## config.mk

```make
export PLATFORM = sky130hd
export DESIGN_NAME = ptws_top
export DESIGN_NICKNAME = d
export VERILOG_FILES = /design/src/hw/ptws_pkg.sv /design/src/hw/ptws_scale_if.sv /design/src/hw/ptws_top.sv /design/src/hw/ptws_prescaler.sv /design/src/hw/ptws_postscaler.sv
export SDC_FILE = /design/constraint.sdc
export NUM_CORES = 1
export LEC_CHECK = 0
export BUFFER_PORTS_ARGS = -buffer_cell sky130_fd_sc_hd__buf_4
export CAP_MARGIN = 20
export CORE_ASPECT_RATIO = 0.8
export CORE_MARGIN = 10
export CORE_UTILIZATION = 46
export DETAILED_ROUTE_END_ITERATION = 7
export PLACE_DENSITY_LB_ADDON = 0.08
export SLEW_MARGIN = 5
export SYNTH_ARGS = -nofsm -noshare
export SYNTH_HDL_FRONTEND = slang
export SYNTH_SLANG_ARGS = --single-unit
```

## constraint.sdc

```tcl
create_clock -name clk_i -period 2.2 [get_ports clk_i]
set_input_delay 0.44 -clock clk_i [delete_from_list [all_inputs] [get_ports clk_i]]
set_output_delay 0.44 -clock clk_i [all_outputs]
set_load 0.01 [all_outputs]
```

## src/hw/ptws_pkg.sv

```systemverilog
/*
  Constants shared by the period timer with scalers: register indices,
  field positions, reset values and the clock division figures.
  Assumes nothing of its surroundings; imported whole by every module.
*/
package ptws_pkg;

  // ----------------------------------------------------------------
  // Register indices (byte address is four times the index)
  // ----------------------------------------------------------------
  localparam logic [5:0] IDX_FLAG   = 6'h0c;  // Sticky event flags
  localparam logic [5:0] IDX_MASK   = 6'h0d;  // Interrupt mask
  localparam logic [5:0] IDX_COUNT  = 6'h11;  // Timer count
  localparam logic [5:0] IDX_CTRL   = 6'h12;  // Timer control
  localparam logic [5:0] IDX_PERIOD = 6'h13;  // Period match value

  // ----------------------------------------------------------------
  // Field positions and masks
  // ----------------------------------------------------------------
  localparam int         CTRL_PRESC_LSB = 0;      // Prescale select, 2 bits
  localparam int         CTRL_RUN_BIT   = 2;      // Run enable
  localparam int         CTRL_POST_LSB  = 3;      // Postscale select, 4 bits
  localparam logic [7:0] CTRL_MASK      = 8'h7f;  // Bit 7 reads as zero
  localparam int         FLAG_MATCH_BIT = 1;      // Period match flag
  localparam logic [7:0] FLAG_MASK      = 8'h02;  // Implemented flag bits

  // ----------------------------------------------------------------
  // Reset values and timing
  // ----------------------------------------------------------------
  localparam logic [7:0] COUNT_RST     = 8'h00;
  localparam logic [7:0] PERIOD_RST    = 8'hff;
  localparam logic [7:0] CTRL_RST      = 8'h00;
  localparam logic [1:0] INST_DIV_LAST = 2'h3;    // Oscillator divided by four
  localparam logic [3:0] PRESC_LAST_1  = 4'h0;    // 1:1
  localparam logic [3:0] PRESC_LAST_4  = 4'h3;    // 1:4
  localparam logic [3:0] PRESC_LAST_16 = 4'hf;    // 1:16

  // Last prescaler count for a select code; upper bit set means 1:16
  function automatic logic [3:0] ptws_presc_last(input logic [1:0] sel);
    logic [3:0] r;
    r = PRESC_LAST_1;
    if (sel[1]) begin
      r = PRESC_LAST_16;
    end else if (sel[0]) begin
      r = PRESC_LAST_4;
    end
    return r;
  endfunction

endpackage

```

## src/hw/ptws_scale_if.sv

```systemverilog
/*
  Carrier between the timer core and its prescaler and postscaler.
  Assumes all signals are sampled on the one system clock.
*/
`timescale 1ns/10ps
`default_nettype none

interface ptws_scale_if;
  logic       inst_tick;  // Instruction-rate tick, already clock-enabled
  logic       run;        // Timer run enable
  logic       clr;        // Clear both scalers
  logic [1:0] presc_sel;  // Prescale select
  logic       cnt_tick;   // Prescaled count tick
  logic       match;      // Period match event
  logic [3:0] post_sel;   // Postscale select
  logic       post_evt;   // Postscaled event

  modport core  (output inst_tick, run, clr, presc_sel, match, post_sel,
                 input  cnt_tick, post_evt);
  modport presc (input  inst_tick, run, clr, presc_sel, output cnt_tick);
  modport post  (input  match, clr, post_sel, output post_evt);
endinterface

`default_nettype wire

```

## src/hw/ptws_top.sv

```systemverilog
/*
  Period timer with prescaler, period match and postscaler, with a
  classic Wishbone register slave and a masked level interrupt.
  Assumes one clock at 50 MHz taken as the oscillator, synchronous
  active-high reset, and a bus master that keeps classic single cycles.
*/
// Register access over Wishbone is this design's own decision.
`timescale 1ns/10ps
`default_nettype none

module ptws_top
  import ptws_pkg::*;
(
  // Clock, reset and clock enable
  input  wire logic        clk_i,
  input  wire logic        rst_i,
  input  wire logic        ce_i,
  // Wishbone classic slave
  input  wire logic        wb_cyc_i,
  input  wire logic        wb_stb_i,
  input  wire logic        wb_we_i,
  input  wire logic [7:0]  wb_adr_i,
  input  wire logic [3:0]  wb_sel_i,
  input  wire logic [31:0] wb_dat_i,
  output logic      [31:0] wb_dat_o,
  output logic             wb_ack_o,
  // Interrupt and time base
  output logic             irq_o,
  output logic             pwm_timebase_o
);

  // ----------------------------------------------------------------
  // State
  // ----------------------------------------------------------------
  logic [1:0]  inst_q;      // Oscillator to instruction-rate divider
  logic [1:0]  inst_d;
  logic [7:0]  count_q;     // timer_count
  logic [7:0]  count_d;
  logic [7:0]  period_q;    // period_match_value
  logic [7:0]  period_d;
  logic [7:0]  ctrl_q;      // timer_control_reg
  logic [7:0]  ctrl_d;
  logic [7:0]  flag_q;      // peripheral_flag_reg, sticky
  logic [7:0]  flag_d;
  logic [7:0]  mask_q;      // Interrupt mask, same layout as flags
  logic [7:0]  mask_d;
  logic        ack_q;       // Bus acknowledge
  logic        ack_d;
  logic [31:0] rdat_q;      // Registered read data
  logic [31:0] rdat_d;
  logic        irq_q;       // Level interrupt
  logic        irq_d;
  logic        tb_q;        // Registered match for the PWM unit
  logic        tb_d;

  // ----------------------------------------------------------------
  // Bus decode
  // ----------------------------------------------------------------
  logic        req;         // New request this cycle
  logic        wr_lo;       // Write with the low byte lane enabled
  logic [5:0]  idx;         // Word index of the access
  logic [7:0]  wbyte;       // Write data low byte
  logic        wr_count;    // Software write to the count
  logic        wr_ctrl;     // Software write to the control
  logic        wr_period;   // Software write to the period
  logic        wr_flag;     // Write-one-to-clear of flags
  logic        wr_mask;     // Write to the mask

  // Only the low byte lane carries data; upper lanes are ignored
  assign req       = ce_i && wb_cyc_i && wb_stb_i && !ack_q;
  assign wr_lo     = req && wb_we_i && wb_sel_i[0];
  assign idx       = wb_adr_i[7:2];
  assign wbyte     = wb_dat_i[7:0];
  assign wr_count  = wr_lo && (idx == IDX_COUNT);
  assign wr_ctrl   = wr_lo && (idx == IDX_CTRL);
  assign wr_period = wr_lo && (idx == IDX_PERIOD);
  assign wr_flag   = wr_lo && (idx == IDX_FLAG);
  assign wr_mask   = wr_lo && (idx == IDX_MASK);

  // Read mux; unmapped words read as zero
  function automatic logic [7:0] rd_byte(input logic [5:0] i);
    logic [7:0] r;
    r = 8'h00;
    unique case (i)
      IDX_COUNT:  r = count_q;
      IDX_PERIOD: r = period_q;
      IDX_CTRL:   r = ctrl_q & CTRL_MASK;
      IDX_FLAG:   r = flag_q & FLAG_MASK;
      IDX_MASK:   r = mask_q & FLAG_MASK;
      default:    r = 8'h00;
    endcase
    return r;
  endfunction

  // ----------------------------------------------------------------
  // Scalers
  // ----------------------------------------------------------------
  ptws_scale_if sif ();

  logic match;              // Period match this cycle

  // Instruction tick runs free of the run bit; the run bit and ce_i low both stop the timer
  assign sif.inst_tick = ce_i && (inst_q == INST_DIV_LAST);
  assign sif.run       = ctrl_q[CTRL_RUN_BIT];
  assign sif.presc_sel = ctrl_q[CTRL_PRESC_LSB +: 2];
  assign sif.post_sel  = ctrl_q[CTRL_POST_LSB +: 4];
  // Writing count or control restarts both scalers from zero
  assign sif.clr       = wr_count || wr_ctrl;
  // A software count write in the same cycle outranks the match
  assign match         = sif.cnt_tick && (count_q == period_q) && !wr_count;
  assign sif.match     = match;

  ptws_prescaler u_presc (
    .clk_i (clk_i),
    .rst_i (rst_i),
    .sif   (sif)
  );

  ptws_postscaler u_post (
    .clk_i (clk_i),
    .rst_i (rst_i),
    .sif   (sif)
  );

  // ----------------------------------------------------------------
  // Next state
  // ----------------------------------------------------------------
  // Timer, registers, bus answer and interrupt in one pass
  always_comb begin
    inst_d   = inst_q + 2'h1;
    count_d  = count_q;
    period_d = period_q;
    ctrl_d   = ctrl_q;
    mask_d   = mask_q;
    // Software write wins over counting
    if (wr_count) begin
      count_d = wbyte;
    end else if (sif.cnt_tick) begin
      if (count_q == period_q) begin
        count_d = 8'h00;
      end else begin
        count_d = count_q + 8'h01;
      end
    end
    if (wr_period) begin
      period_d = wbyte;
    end
    if (wr_ctrl) begin
      ctrl_d = wbyte & CTRL_MASK;
    end
    if (wr_mask) begin
      mask_d = wbyte & FLAG_MASK;
    end
    // Set beats a clear landing in the same cycle
    flag_d = flag_q;
    if (wr_flag) begin
      flag_d = flag_q & ~wbyte;
    end
    if (sif.post_evt) begin
      flag_d[FLAG_MATCH_BIT] = 1'b1;
    end
    // Answer one cycle after the request, drop the cycle after
    ack_d  = req;
    rdat_d = {24'h000000, rd_byte(idx)};
    irq_d  = |(flag_q & mask_q & FLAG_MASK);
    tb_d   = match;
  end

  // ----------------------------------------------------------------
  // Registers
  // ----------------------------------------------------------------
  // Clock enable low freezes everything, the bus answer included
  always_ff @(posedge clk_i) begin
    if (rst_i) begin
      inst_q   <= 2'h0;
      count_q  <= COUNT_RST;
      period_q <= PERIOD_RST;
      ctrl_q   <= CTRL_RST;
      flag_q   <= 8'h00;
      mask_q   <= 8'h00;
      ack_q    <= 1'b0;
      rdat_q   <= 32'h00000000;
      irq_q    <= 1'b0;
      tb_q     <= 1'b0;
    end else if (ce_i) begin
      inst_q   <= inst_d;
      count_q  <= count_d;
      period_q <= period_d;
      ctrl_q   <= ctrl_d;
      flag_q   <= flag_d;
      mask_q   <= mask_d;
      ack_q    <= ack_d;
      rdat_q   <= rdat_d;
      irq_q    <= irq_d;
      tb_q     <= tb_d;
    end
  end

  // Outputs come straight from flip-flops
  assign wb_ack_o       = ack_q;
  assign wb_dat_o       = rdat_q;
  assign irq_o          = irq_q;
  assign pwm_timebase_o = tb_q;

  // ----------------------------------------------------------------
  // Checks
  // ----------------------------------------------------------------
  property p_reset_vals;
    @(posedge clk_i) disable iff (rst_i)
    $fell(rst_i) |-> (count_q == 8'h00) && (period_q == 8'hff);
  endproperty
  a_reset_vals: assert property (p_reset_vals) else $error("bad values after reset");

  property p_wrap;
    @(posedge clk_i) disable iff (rst_i)
    (ce_i && match) |=> (count_q == 8'h00);
  endproperty
  a_wrap: assert property (p_wrap) else $error("count did not return to zero");

  property p_inc;
    @(posedge clk_i) disable iff (rst_i)
    (ce_i && sif.cnt_tick && !wr_count && (count_q != period_q))
      |=> (count_q == $past(count_q) + 8'h01);
  endproperty
  a_inc: assert property (p_inc) else $error("count did not advance by one");

  property p_stopped;
    @(posedge clk_i) disable iff (rst_i)
    (!ctrl_q[CTRL_RUN_BIT] && !wr_count && !wr_ctrl) |=> $stable(count_q);
  endproperty
  a_stopped: assert property (p_stopped) else $error("count moved while stopped");

  property p_flag_set;
    @(posedge clk_i) disable iff (rst_i)
    (ce_i && sif.post_evt) |=> flag_q[FLAG_MATCH_BIT];
  endproperty
  a_flag_set: assert property (p_flag_set) else $error("match flag not set");

  property p_irq;
    @(posedge clk_i) disable iff (rst_i)
    (ce_i && |(flag_q & mask_q & FLAG_MASK)) |=> irq_o;
  endproperty
  a_irq: assert property (p_irq) else $error("interrupt not raised");

  property p_timebase;
    @(posedge clk_i) disable iff (rst_i)
    (ce_i && match) |=> pwm_timebase_o ##1 (!pwm_timebase_o || $past(match) || !$past(ce_i));
  endproperty
  a_timebase: assert property (p_timebase) else $error("time base pulse wrong");

  property p_ack;
    @(posedge clk_i) disable iff (rst_i)
    req |=> wb_ack_o ##1 (!wb_ack_o || !$past(ce_i));
  endproperty
  a_ack: assert property (p_ack) else $error("bus answer not one cycle");

  // Instruction ticks seen since the last count tick, kept apart from
  // the prescaler so that a wrong divider cannot check itself
  logic [3:0] gap_q;        // Ticks seen in this prescale period
  logic [3:0] gap_d;
  logic [3:0] gap_want;     // Last tick count for the selected ratio

  // Next gap value; a select change always comes with a clear
  always_comb begin
    gap_want = PRESC_LAST_1;
    if (ctrl_q[CTRL_PRESC_LSB + 1]) begin
      gap_want = PRESC_LAST_16;
    end else if (ctrl_q[CTRL_PRESC_LSB]) begin
      gap_want = PRESC_LAST_4;
    end
    gap_d = gap_q;
    if (sif.clr || sif.cnt_tick) begin
      gap_d = 4'h0;
    end else if (sif.inst_tick && sif.run) begin
      gap_d = gap_q + 4'h1;
    end
  end

  // Gap register, cleared by reset like the prescaler
  always_ff @(posedge clk_i) begin
    if (rst_i) begin
      gap_q <= 4'h0;
    end else begin
      gap_q <= gap_d;
    end
  end

  property p_presc_gap;
    @(posedge clk_i) disable iff (rst_i)
    sif.cnt_tick |-> (gap_q == gap_want);
  endproperty
  a_presc_gap: assert property (p_presc_gap) else $error("prescale gap wrong");

  c_wrap:  cover property (@(posedge clk_i) disable iff (rst_i) ce_i && match);
  c_flag:  cover property (@(posedge clk_i) disable iff (rst_i) ce_i && sif.post_evt);
  c_irq:   cover property (@(posedge clk_i) disable iff (rst_i) $rose(irq_o));
  c_p16:   cover property (@(posedge clk_i) disable iff (rst_i)
                           sif.cnt_tick && ctrl_q[CTRL_PRESC_LSB + 1]);

endmodule

`default_nettype wire

```

## src/hw/ptws_prescaler.sv

```systemverilog
/*
  Input prescaler: passes one of 1, 4 or 16 instruction ticks on as a count tick.
  Assumes the core gates inst_tick and clr with the clock enable.
*/
`timescale 1ns/10ps
`default_nettype none

module ptws_prescaler
  import ptws_pkg::*;
(
  // Clock and reset
  input  wire logic   clk_i,
  input  wire logic   rst_i,
  // Link to the core
  ptws_scale_if.presc sif
);

  // ----------------------------------------------------------------
  // Divider
  // ----------------------------------------------------------------
  logic [3:0] div_q;  // Ticks seen in this prescale period
  logic [3:0] div_d;
  logic [3:0] last;   // Final count for the chosen ratio

  // Next divider value; frozen while stopped, cleared by the control write that restarts it
  always_comb begin
    last         = ptws_presc_last(sif.presc_sel);
    div_d        = div_q;
    sif.cnt_tick = 1'b0;
    if (sif.clr) begin
      div_d = 4'h0;
    end else if (sif.inst_tick && sif.run) begin
      if (div_q >= last) begin
        div_d        = 4'h0;
        sif.cnt_tick = 1'b1;
      end else begin
        div_d = div_q + 4'h1;
      end
    end
  end

  // Register stage
  always_ff @(posedge clk_i) begin
    if (rst_i) begin
      div_q <= 4'h0;
    end else begin
      div_q <= div_d;
    end
  end

  // ----------------------------------------------------------------
  // Checks
  // ----------------------------------------------------------------
  property p_presc_ratio;
    @(posedge clk_i) disable iff (rst_i)
    sif.cnt_tick |-> sif.run && sif.inst_tick && (div_q >= last);
  endproperty
  a_presc_ratio: assert property (p_presc_ratio) else $error("prescale tick off ratio");

endmodule

`default_nettype wire

```

## src/hw/ptws_postscaler.sv

```systemverilog
/*
  Output postscaler: one event per 1 to 16 period matches.
  Assumes match and clr arrive already gated by the clock enable.
*/
`timescale 1ns/10ps
`default_nettype none

module ptws_postscaler
  import ptws_pkg::*;
(
  // Clock and reset
  input  wire logic  clk_i,
  input  wire logic  rst_i,
  // Link to the core
  ptws_scale_if.post sif
);

  // ----------------------------------------------------------------
  // Match counter
  // ----------------------------------------------------------------
  logic [3:0] cnt_q;  // Matches counted in this group
  logic [3:0] cnt_d;

  // Code n gives a ratio of n+1; a lowered select wraps through 15
  always_comb begin
    cnt_d        = cnt_q;
    sif.post_evt = 1'b0;
    if (sif.clr) begin
      cnt_d = 4'h0;
    end else if (sif.match) begin
      if (cnt_q == sif.post_sel) begin
        cnt_d        = 4'h0;
        sif.post_evt = 1'b1;
      end else begin
        cnt_d = cnt_q + 4'h1;
      end
    end
  end

  // Register stage
  always_ff @(posedge clk_i) begin
    if (rst_i) begin
      cnt_q <= 4'h0;
    end else begin
      cnt_q <= cnt_d;
    end
  end

  // ----------------------------------------------------------------
  // Checks
  // ----------------------------------------------------------------
  property p_post_ratio;
    @(posedge clk_i) disable iff (rst_i)
    sif.post_evt |-> sif.match && (cnt_q == sif.post_sel);
  endproperty
  a_post_ratio: assert property (p_post_ratio) else $error("postscale event off ratio");

endmodule

`default_nettype wire

```

### After elaboration in Yosys (flattened, before gate mapping)

Index checks and enable logic that the tools add are counted.

| operators by class | value |
|---|---|
| add/sub/neg operators | 4 |
| order comparisons | 1 |
| equality and inequality tests | 8 |
| muxes and demuxes | 16 |
| bitwise operators | 3 |
| reductions and logical operators | 26 |

Operators with widths:

| operator | count |
|---|---|
| case mux 8 bit (5 select lines) | 1 |
| two-way mux 8 bit | 3 |
| == test 6 x 5 -> 1 bit (second input constant) | 3 |
| logical AND 1 bit | 14 |
| == test 6 x 4 -> 1 bit (second input constant) | 2 |
| two-way mux 4 bit | 3 |
| AND reduction 2 bit | 6 |
| adder 4 x 1 -> 4 bit (second input constant) | 2 |
| adder 8 x 1 -> 8 bit (second input constant) | 1 |
| bitwise AND 8 bit | 1 |
| == test 8 bit | 1 |
| inverter 8 bit | 1 |
| two-way mux 1 bit | 7 |
| == test 4 bit | 1 |
| >= comparator 4 bit | 1 |
| two-way mux 2 bit | 2 |
| nonzero test 2 bit | 2 |
| adder 2 x 1 -> 2 bit (second input constant) | 1 |
| bitwise AND 2 bit | 1 |
| == test 2 bit (second input constant) | 1 |
| logical NOT 1 bit | 2 |
| OR reduction 2 bit | 1 |
| logical OR 1 bit | 1 |

| word-level totals | value |
|---|---|
| bits in registers | 53 |
| input port bits | 50 |
| logic and storage cells | 71 |

### Longest topological paths before layout

Gate-level depths: netlist of the first run.

| logic depth | value |
|---|---|
| depth after elaboration | 14 |
| depth in mapped cells | 9 |
| gate-level depth less buffers | 8 |

### Hierarchy

A second synthesis of the first run with hierarchy kept.

| second synthesis, totals | value |
|---|---|
| cell total of the unflattened synthesis | 312 |
| area, all modules | 2745.1 µm² |

Modules (own cells, without submodules):

| module | times used | cells each | area an instance (µm²) | seq. area each (µm²) |
|---|---|---|---|---|
| ptws_top | 1 | 248 | 2148.3 | 760.7 |
| ptws_prescaler | 1 | 38 | 327.8 | 80.1 |
| ptws_postscaler | 1 | 26 | 269.0 | 80.1 |

### Worst setup path before layout of the first run

Ideal clock, no wire load.

| path | value |
|---|---|
| path kind | register -> register |
| start point | reg ctrl_q[0] |
| end point | reg count_q[2] |
| arrival | 2.191 ns |
| required time | 2.126 ns |
| path slack | -0.065 ns |
| stages on the path, launching flop included | 8 |
| clock period less this slack | 2.265 ns |
| cell sequence | dfxtp_1 > or2_2 > ha_1 > o21ai_0 > a211oi_2 > nand2_2 > or4b_2 > a31oi_1 |

| on the way | value |
|---|---|
| word-level cells in the longest chain between the ends | 8 |

Ends and longest elaborated chain:

| what | RTL line | RTL |
|---|---|---|
| start, declared | ptws_top.sv:41 | `logic [7:0] ctrl_q;` |
| start signal, assigned | ptws_top.sv:189 | `ctrl_q <= ctrl_d;` |
| two-way mux 2 bit | ptws_pkg.sv:44 | `end else if (sel[0]) begin` |
| two-way mux 4 bit | ptws_pkg.sv:42 | `if (sel[1]) begin` |
| >= comparator 4 bit | ptws_prescaler.sv:33 | `if (div_q >= last) begin` |
| two-way mux 1 bit | ptws_prescaler.sv:33 |  |
| two-way mux 1 bit | ptws_prescaler.sv:32 | `end else if (sif.inst_tick && sif.run) begin` |
| two-way mux 1 bit | ptws_prescaler.sv:30 | `if (sif.clr) begin` |
| nonzero test 2 bit (no line) | - |  |
| AND reduction 2 bit (no line) | - |  |
| end signal, assigned | ptws_top.sv:187 | `count_q <= count_d;` |
| end, declared | ptws_top.sv:37 | `logic [7:0] count_q;` |

No other way between the ends.
A chain may end at the register's enable or synchronous reset.

### Worst setup path in the final report of the first run

| path | value |
|---|---|
| start point | reg ctrl_q[1] |
| end point | reg u_post.cnt_q[2] |

| on the way | value |
|---|---|
| word-level cells in the longest chain between the ends | 7 |

Ends and longest elaborated chain:

| what | RTL line | RTL |
|---|---|---|
| two-way mux 4 bit | ptws_pkg.sv:42 |  |
| >= comparator 4 bit | ptws_prescaler.sv:33 |  |
| two-way mux 1 bit | ptws_prescaler.sv:33 |  |
| two-way mux 1 bit | ptws_prescaler.sv:32 |  |
| two-way mux 1 bit | ptws_prescaler.sv:30 |  |
| logical AND 1 bit (2 in series) | ptws_top.sv:110 | `assign match = sif.cnt_tick && (count_q == period_q) && !wr_count;` |
| end signal, assigned | ptws_postscaler.sv:45 | `cnt_q <= cnt_d;` |
| end, declared | ptws_postscaler.sv:21 | `logic [3:0] cnt_q;` |

No other way between the ends.

==> flow_metrics.tcl, run 1 <==
set metrics [dict create \
    clk_pin_slew_ps 90 \
    die_h_um 87.92 \
    hold_path_class "input pin to register" \
    peakVddDrop_uv 255.5 \
    slew_violations 0 \
    dp_hpwl_um 5207 \
    dieArea_um2 9223 \
    max_freq_ghz 0.4346 \
    synth_seq_cells 46 \
    grt-ovfl-total 0 \
    track_usage_pct 14.94 \
    finalCritPeriodShare_pct 104.6 \
    status "finished with violations" \
    yosysSeqAreaShare_pct 34.72 \
    dp_slack_ps -202.6 \
    io_pins 85 \
    syn_avg_cell_area_um2 8.502 \
    layout.nets 429 \
    drc_errors 0 \
    synthArstFlopShare_pct 0 \
    grt_max_degree 41 \
    layout_common_cells "62 x buf_4, 45 x dfxtp_1, 32 x nor2_1, 24 x nand2_1, 24 x conb_1" \
    vias_per_cell 5.227 \
    wire_per_inst_um 15.75 \
    clkSinkCount 46 \
    fp-row-count 24 \
    crit_path_start_kind "register" \
    antenna_found_initial 0 \
    drt_iter0_drc 111 \
    cellPowerDensity_nw_per_um2 485.6 \
    clk_latency_ps 300 \
    grt_pass1_wl_um 11440 \
    cts_root_buf "clkbuf_8" \
    htree_levels 2 \
    crit_fanout 5 \
    drt_wl_total_um 7089 \
    period_minus_slack_ps 2301 \
    hold_viol_final 0 \
    synthToLayoutAreaGrowth_pct 26.18 \
    setup_slack_ps -101.2 \
    grt_pass1_vias 2342 \
    violations "setup timing" \
    crit_start "ctrl_q[1]" \
    cp.arrival_ps 2540 \
    synth_area_um2 2653 \
    die_w_um 104.9 \
    synth_edf_count 0 \
    crit_path_end_kind "register" \
    port_buffers 31 \
    cts-buffers-inserted 5 \
    worstPathRequired_ps 2440 \
    r2r_start "ctrl_q[1]" \
    clock_tree.buffer_depth 2 \
    initial_core_util_pct 48.01 \
    n_antenna_cell 0 \
    final_antenna_net_count 0 \
    vias 2352 \
    layout-drive-gt1-share_pct 29.84 \
    setup_violations 7 \
    ctsHoldBuffers 0 \
    ys_types 49 \
    cts_tree "yes" \
    drv_cap 0 \
    holdCritStartpoint "wb_dat_i[7]" \
    yosysWarnings 0 \
    leakage_uw 0.001356 \
    rsz0062_at_grt "true" \
    core_um2 5525 \
    setup-tns-final_ps -463.1 \
    crit_type "register to register" \
    final_common_cell "buf_4" \
    syn-instance-count 312 \
    gp_congestion 0.7971 \
    first_pass_iters 4 \
    clock_skew_ps 6.732 \
    synth_flop_cell "dfxtp_1" \
]
-- stage by stage --
stage               utilization (%)  power, uW  std cells  area, um^2  hold slack (ps)
global route                  60.58       1674        450        3347            372.9
detailed placement            55.68       1004        436        3077            462.5
global placement              55.68       1002        436        3077            452.7
CTS                           58.70       1629        447        3243            368.7
floorplan                         -      974.8        335        2758            442.6
finish                        60.58       1625        450        3347            367.6
-- worst max-delay path, stage by stage (launching register included) --
cell and delay [ps]:
dfxtp_2 350, or2_4 270, ha_4 280, o21ai_4 60
a211oi_4 340, buf_4 190, buf_6 100, nand2_4 70
or4_4 450, a21oi_2 140
-- synth_stat cells, types with 2 or more instances --
master / instances / share of area [%]
o21a_1: 3 / 0.85
o21bai_1: 6 / 1.7
xnor2_1: 9 / 3.0
o21ai_0: 8 / 1.5
nor3_1: 3 / 0.57
a31oi_1: 7 / 1.7
xor2_1: 6 / 2.0
a21oi_1: 24 / 4.5
mux2i_1: 2 / 0.75
mux2_2: 9 / 3.8
nor2b_1: 12 / 2.8
or4_1: 3 / 0.85
or2_2: 2 / 0.47
inv_1: 5 / 0.71
or3_1: 2 / 0.47
nor4b_1: 2 / 0.66
nand3_1: 5 / 0.94
nand4_1: 4 / 0.94
a22oi_1: 6 / 1.7
dfxtp_1: 46 / 35
nand2_2: 2 / 0.47
nand4b_1: 3 / 0.99
and3_1: 6 / 1.4
buf_6: 2 / 0.85
buf_4: 26 / 7.4
ha_1: 8 / 3.8
clkbuf_1: 11 / 1.6
nand3b_1: 2 / 0.57
a211o_1: 8 / 2.6
or4b_2: 4 / 1.5
nand2_1: 25 / 3.5
nor2_1: 32 / 4.5
nor4_1: 2 / 0.47
a211oi_1: 2 / 0.57
-- where the power goes --
group	switching (uW)	internal, uW	total, uW
Sequential	3.79	838	842
Clock	302	335	637
Combinational	86.6	60.0	147
Total	393	1230	1630
-- cell families (layout without fill, tap and decap cells) --
kind of cell | count (synthesis) | in the layout | share of synthesized area (%)
buffers and inverters | 45 | 81 | 10.66
other | 1 | 24 | 0.1414
adders and majority gates | 8 | 8 | 3.774
muxes | 11 | 11 | 4.576
AOI/OAI and AO/OA | 70 | 70 | 17.22
and+or+nand+nor | 116 | 117 | 23.96
DFF | 46 | 46 | 34.72
xor gates and xnor gates | 15 | 15 | 4.953
-- cell type report --
type	instances	area [um^2]
clock buffers	5	68.82
clock inverters	3	40.04
fillers	523	2178
inverters	5	18.77
multi-input cells	245	1658
flip-flops and latches	46	922.1
well taps	78	97.59
repair buffers	68	541.8
-- path summary, 6_finish.rpt --
check	endpoint	slack, ps	cells after the start
max	u_post.cnt_q[2]	-100	9
min	period_q[7]	370	2
max reg2reg	u_post.cnt_q[2]	-100	9
min reg2reg	wb_dat_o[7]	470	2
-- metal layers --
metal | part of all wire [%] | GRT usage, % | vias to the layer above | routed length (um)
met1 | 49 | 19.72 | 1110 | 3453
met5 | 0 | 0 | - | 0
met4 | 0.79 | 3.607 | 0 | 56
li1 | - | - | 1178 | -
met2 | 45 | 23.44 | 58 | 3178
met3 | 5.6 | 4.549 | 6 | 400
-- flip-flops by register name, summed over array words and instances, names as in the netlist --
register,count
count_q,8
ctrl_q,7
flag_q,1
inst_q,2
irq_o,1
mask_q,1
period_q,8
pwm_timebase_o,1
u_post.cnt_q,4
u_presc.div_q,4
wb_ack_o,1
wb_dat_o,8
-- repair_timing --
| action | 4_1_cts | 5_1_grt |
|---|---|---|
| setup endpoints to repair | 9 | 11 |
| setup buffers | 2 | 3 |
| resized for setup | 8 | 17 |
| cloned | 1 | 0 |
| pin swaps | 12 | 17 |
(Power assumes the default switching activity.)
==> run 2: changes to the inputs <==
--- a/config.mk
+++ b/config.mk
@@ -9,10 +9,11 @@
 export CAP_MARGIN = 20
 export CORE_ASPECT_RATIO = 0.8
 export CORE_MARGIN = 10
-export CORE_UTILIZATION = 46
+export CORE_UTILIZATION = 55
 export DETAILED_ROUTE_END_ITERATION = 7
 export PLACE_DENSITY_LB_ADDON = 0.08
 export SLEW_MARGIN = 5
 export SYNTH_ARGS = -nofsm -noshare
 export SYNTH_HDL_FRONTEND = slang
+export SYNTH_HIERARCHICAL = 1
 export SYNTH_SLANG_ARGS = --single-unit
==> constraint.sdc (replaced) <==
create_clock -name clk_i -period 2.8 [get_ports clk_i]
set_input_delay 0.56 -clock clk_i [delete_from_list [all_inputs] [get_ports clk_i]]
set_output_delay 0.56 -clock clk_i [all_outputs]
set_load 0.01 [all_outputs]
==> run 2 against run 1 <==
Net effect: the run now ends clean; non-clock buffer count shrank 22; first-iteration DRC count grew 30%; critical endpoint is now u_post/cnt_q[3]; sequential cell count is the same; die area decreased by 11%; worst hold slack improved by 110 ps; routed wire length shrank 7.7%; critical path type unchanged; clock power is 33% lower.
==> flow_metrics.tcl, run 2 <==
set metrics [dict create \
    die_w_um 98.99 \
    worstMarginPinSlew_ps 595.8 \
    drv_cap 0 \
    yosysWarnings 6 \
    setup-tns-final_ps 0 \
    synth_area_leaders "dfxtp_1 34%, buf_4 7.4%, nand2_1 4.8%" \
    syn_avg_cell_area_um2 8.799 \
    gp_congestion 0.9017 \
    synth_edf_count 0 \
    core_um2 4707 \
    clock_skew_ps 6.036 \
    die_h_um 83.19 \
    yosys.area.top_type "dfxtp_1" \
    yosysSeqAreaShare_pct 33.55 \
    layout_common_cells "46 x dfxtp_1, 46 x buf_4, 35 x nand2_1, 24 x nor2_1, 24 x conb_1" \
    synthArstFlopShare_pct 0 \
    finalCritPeriodShare_pct 94.94 \
    rsz0062_at_grt "false" \
    layout.nets 409 \
    initial_core_util_pct 58.32 \
    first_pass_iters 5 \
    grt-ovfl-total 0 \
    clk_latency_ps 300 \
    dieArea_um2 8235 \
    layout-drive-gt1-share_pct 21.88 \
    synth_top_area_share_pct 33.55 \
    cts_resized 0 \
    antenna_found_initial 0 \
    synth_most_common_cell "dfxtp_1" \
    ctsHoldBuffers 0 \
    port_buffers 31 \
    clk_pin_slew_ps 80 \
    vias 2344 \
    cp.arrival_ps 2850 \
    clock_tree.buffer_depth 2 \
    crit_type "register to register" \
    synth_area_um2 2745 \
    cts_tree "yes" \
    setup_violations 0 \
    fin_util_pct 66.27 \
    placed_cells 404 \
    postCtsSetupBuffers 0 \
    crit_fanout 5 \
    status "finished, final reports clean" \
    grt_max_degree 31 \
    synth_flop_cell "dfxtp_1" \
    crit_path_end_kind "register" \
    leakage_uw 0.001271 \
    synth_seq_cells 46 \
    hold_path_class "register to register" \
    hold_viol_final 0 \
    period_minus_slack_ps 2658 \
    max_freq_ghz 0.3762 \
    htree_levels 2 \
    crit_path_start_kind "register" \
    worstPathRequired_ps 3000 \
    track_usage_pct 15.43 \
    drc_errors 0 \
    n_antenna_cell 0 \
    slew_violations 0 \
    clkSinkCount 46 \
    cts-buffers-inserted 5 \
    synthTopCellsByCount "46 x dfxtp_1, 35 x nand2_1, 27 x buf_4, 26 x nor2_1, 16 x a21oi_1" \
    instances_no_fill 412 \
    ys_types 64 \
    grt_pass1_wl_um 11040 \
    io_pins 85 \
    grt_pass1_vias 2286 \
    vias_per_cell 5.689 \
    drt_wl_total_um 6544 \
    dp_hpwl_um 5000 \
    final_antenna_net_count 0 \
    wire_per_inst_um 15.88 \
    cellPowerDensity_nw_per_um2 381.9 \
    fp-row-count 22 \
    syn-instance-count 312 \
    drt_iter0_drc 144 \
    synthToLayoutAreaGrowth_pct 13.63 \
    peakVddDrop_uv 217.9 \
    cts_root_buf "clkbuf_8" \
    relSlewSlack_pct 59.92 \
]
[run 2: cell types whose count changed in the layout (fill, tap and decap cells not counted), moves of 8 or more]
cell | previous run | this run
nand2_1 | 24 | 35
xor2_1 | 6 | 15
mux2i_1 | 2 | 10
a211o_1 | 8 | 0
nor2b_1 | 11 | 1
buf_4 | 62 | 46
nand3_1 | 5 | 13
nor2_1 | 32 | 24
[run 2: area by class of cell]
| class | instances | area, um^2 |
|---|---|---|
| multi-input combinational | 239 | 1634 |
| fill | 410 | 1588 |
| sequential | 46 | 920.9 |
| timing repair buffer | 46 | 345.3 |
| clock buffer | 6 | 82.58 |
| tap | 60 | 75.07 |
| inverter | 13 | 48.80 |
| clock inverter | 2 | 12.51 |
[run 2: cell families after synthesis]
group	share of synthesized area [%]
mux	4.467
other cells	0.1366
buf+inv	10.85
flops	33.55
compound gates	19.78
xor+xnor	6.062
fa+ha+maj	3.646
simple gates	21.51
[run 2: worst paths after layout]
check / start / to / cells after the start / slack [ps]
max reg2reg: ctrl_q[0] / u_post/cnt_q[3] / 10 / 140
min reg2reg: irq_o / irq_o / 2 / 470
max: ctrl_q[0] / u_post/cnt_q[3] / 10 / 140
min: irq_o / irq_o / 2 / 470
[run 2: per-stage QoR]
stage / hold slack (ps) / instance area (um^2) / total power, uW / setup WS (ps)
CTS: 475.7 / 3119 / 1195 / 128.7
global route: 496.1 / 3119 / 1237 / 41.53
global placement: 455.7 / 3024 / 779.4 / 20.87
detailed placement: 460.2 / 3024 / 781.1 / 15.17
floorplan: 444.2 / 2855 / 757.4 / 3.500
finish: 472.8 / 3119 / 1191 / 141.6
[run 2: critical path, stage by stage (launching register included)]
cell,delay (ps)
dfxtp_1,330
or2_2,310
ha_1,270
nand2b_4,120
a2111oi_4,80
nor4_4,370
o41ai_4,150
nor2_2,270
nand4_1,160
xor2_1,170
a2111oi_2,320
[run 2: power by group]
part	internal [uW]	total, uW	switching (uW)
clock network	199	424	225
logic	38.5	106	67.5
registers	658	662	3.10
total	896	1190	296
[run 2: layer usage]
layer | GRT usage (%) | part of all wire (%) | routed length (um)
met4 | 2.587 | 0.90 | 59
met3 | 5.464 | 9.0 | 591
met1 | 20.17 | 46 | 3039
met2 | 24.00 | 44 | 2854
met5 | 0 | 0 | 0
==> run 3: changes to the inputs <==
--- a/config.mk
+++ b/config.mk
@@ -9,7 +9,8 @@
 export CAP_MARGIN = 20
 export CORE_ASPECT_RATIO = 0.8
 export CORE_MARGIN = 10
-export CORE_UTILIZATION = 55
+export CORE_UTILIZATION = 57
+export CTS_BUF_LIST = sky130_fd_sc_hd__clkbuf_4 sky130_fd_sc_hd__clkbuf_8
 export DETAILED_ROUTE_END_ITERATION = 7
 export PLACE_DENSITY_LB_ADDON = 0.08
 export SLEW_MARGIN = 5
==> run 3 against run 2 <==
Net effect: global-route usage rose by 1.8 points; fmax rose by 0.52%; cell count rose by 0.24%; first-iteration DRC count rose by 85%; cell area barely moved; routed wire length rose by 5.3%; non-clock buffer count rose by 1; sequential power barely moved; critical path depth did not move.
==> flow_metrics.tcl, run 3 (synthesis results as in run 2) <==
set metrics [dict create \
    status "finished, final reports clean" \
    dieArea_um2 8009 \
    grt_pass1_vias 2336 \
    placed_cells 405 \
    worstReg2RegEnd "u_post/cnt_q[3]" \
    dp_hpwl_um 5242 \
    postCtsSetupBuffers 0 \
    slew_violations 0 \
    grt_max_degree 31 \
    grtUsageMet1_pct 22.68 \
    port_buffers 31 \
    crit_type "register to register" \
    clock_skew_ps 6.825 \
    final_common_cell "buf_4" \
    cts-buffers-inserted 5 \
    clock_tree.buffer_depth 2 \
    antenna_found_initial 0 \
    crit_path_start_kind "register" \
    drt_wl_total_um 6890 \
    hold_depth 2 \
    holdCritStartpoint "irq_o" \
    instances_no_fill 413 \
    ctsHoldBuffers 0 \
    die_w_um 97.59 \
    worstPathRequired_ps 3010 \
    cts_tree "yes" \
    period_minus_slack_ps 2645 \
    synthToLayoutAreaGrowth_pct 13.72 \
    leakage_uw 0.001278 \
    use_met3_pct 4.362 \
    r2r_slack_ps 160 \
    drc_errors 0 \
    drv_cap 0 \
    track_usage_pct 17.22 \
    io_pins 85 \
    hold_viol_final 0 \
    vias 2368 \
    fp-row-count 22 \
    clk_latency_ps 300 \
    finalCritPeriodShare_pct 94.45 \
    grtUsageMet2_pct 27.22 \
    busiest_layer "met2" \
    grt-ovfl-total 0 \
    setup_violations 0 \
    rsz0062_at_grt "false" \
    vias_per_cell 5.734 \
    slowest_stage "nor4_4" \
    grt_pass1_wl_um 11520 \
    drt_iter0_drc 267 \
    layout_common_cells "47 x buf_4, 46 x dfxtp_1, 35 x nand2_1, 24 x nor2_1, 24 x conb_1" \
    gp_congestion 0.9173 \
    hold_path_class "register to register" \
    crit_path_end_kind "register" \
    peakVddDrop_uv 256.2 \
    r2r_start "ctrl_q[0]" \
    fillers 401 \
    hold_end "irq_o" \
    layout.nets 410 \
    die_h_um 82.07 \
    cts_root_buf "clkbuf_8" \
    crit_chain "or2_2, ha_1, nand2b_4, a2111oi_4, nor4_4, o41ai_4, nor2_2, nand4_1, xor2_1, a2111oi_2" \
    final_antenna_net_count 0 \
    worstMarginPinSlew_ps 582.7 \
    relSlewSlack_pct 60.79 \
    crit_fanout 5 \
    cellPowerDensity_nw_per_um2 378.3 \
    first_pass_iters 7 \
    initial_core_util_pct 59.36 \
    worst_r2r_path_depth 10 \
    cts_resized 0 \
    htree_levels 2 \
    layout-drive-gt1-share_pct 22.10 \
    cp.arrival_ps 2850 \
    wire_per_inst_um 16.68 \
    core_um2 4624 \
    max_freq_ghz 0.3781 \
    cpPeakStageDelay_ps 370 \
    clk_pin_slew_ps 80 \
    setup-tns-final_ps 0 \
    n_antenna_cell 0 \
    clkSinkCount 46 \
]
[run 3: changes by cell type in the layout (fill, tap and decap cells not counted), sizes merged]
cell	before	now
buf	46	47
clkinv	3	4
clkinvlp	1	0
[run 3: cell type report]
type,instances,area [um^2],area share [%]
clock buffer,6,76.32,2.445
clock inverter,2,13.76,0.4409
inverter,13,48.80,1.563
multi-input combinational,239,1634,52.34
sequential,46,920.9,29.50
tap,60,75.07,2.405
timing repair buffer,47,352.8,11.30
[run 3: per-stage QoR]
| step | hold slack, ps | setup slack [ps] | power [uW] | util [%] | area (um^2) |
|---|---|---|---|---|---|
| final | 467.8 | 155.3 | 1181 | 67.51 | 3122 |
| after global routing | 488.3 | 11.59 | 1235 | 67.51 | 3122 |
| after CTS | 475.6 | 142.9 | 1189 | 67.51 | 3122 |
| after detailed placement | 460.4 | -5.069 | 781.6 | 65.56 | 3032 |
| after global placement | 459.5 | 34.26 | 779.3 | 65.56 | 3032 |
| after floorplan | 444.2 | 3.500 | 757.4 | - | 2855 |
[run 3: power by group]
group	total, uW	switching [uW]	internal [uW]
Combinational	107	68.5	38.7
Sequential	661	3.03	658
Clock	412	226	186
Total	1180	298	883
[run 3: critical path, delay by kind of cell, from the launching register on]
kind	cells	cell delay [ps]
DFF	1	330
adders and majority gates	1	280
xor gates and xnor gates	1	170
and+or+nand+nor	5	1220
AOI/OAI and AO/OA	3	540
[run 3: worst max-delay path by stage]
stage / start / slack (ps) / cells past startpoint / end
5_1_grt: ctrl_q[0] / 10 / 11 / flag_q[1]
3_3_place_gp: wb_adr_i[6] / 30 / 10 / u_post/cnt_q[3]
3_5_place_dp: wb_adr_i[6] / -5 / 10 / u_post/cnt_q[3]
2_1_floorplan: wb_adr_i[7] / 3 / 12 / flag_q[1]
6_report: ctrl_q[0] / 160 / 10 / u_post/cnt_q[3]
4_1_cts: ctrl_q[0] / 140 / 10 / u_post/cnt_q[3]
[run 3: layer usage]
metal / wire length, um / part of all wire [%] / vias up
met2: 3061 / 44 / 107
li1: - / - / 1147
met1: 3259 / 47 / 1105
met3: 486 / 7.1 / 9
met5: 0 / 0 / -
met4: 84 / 1.2 / 0
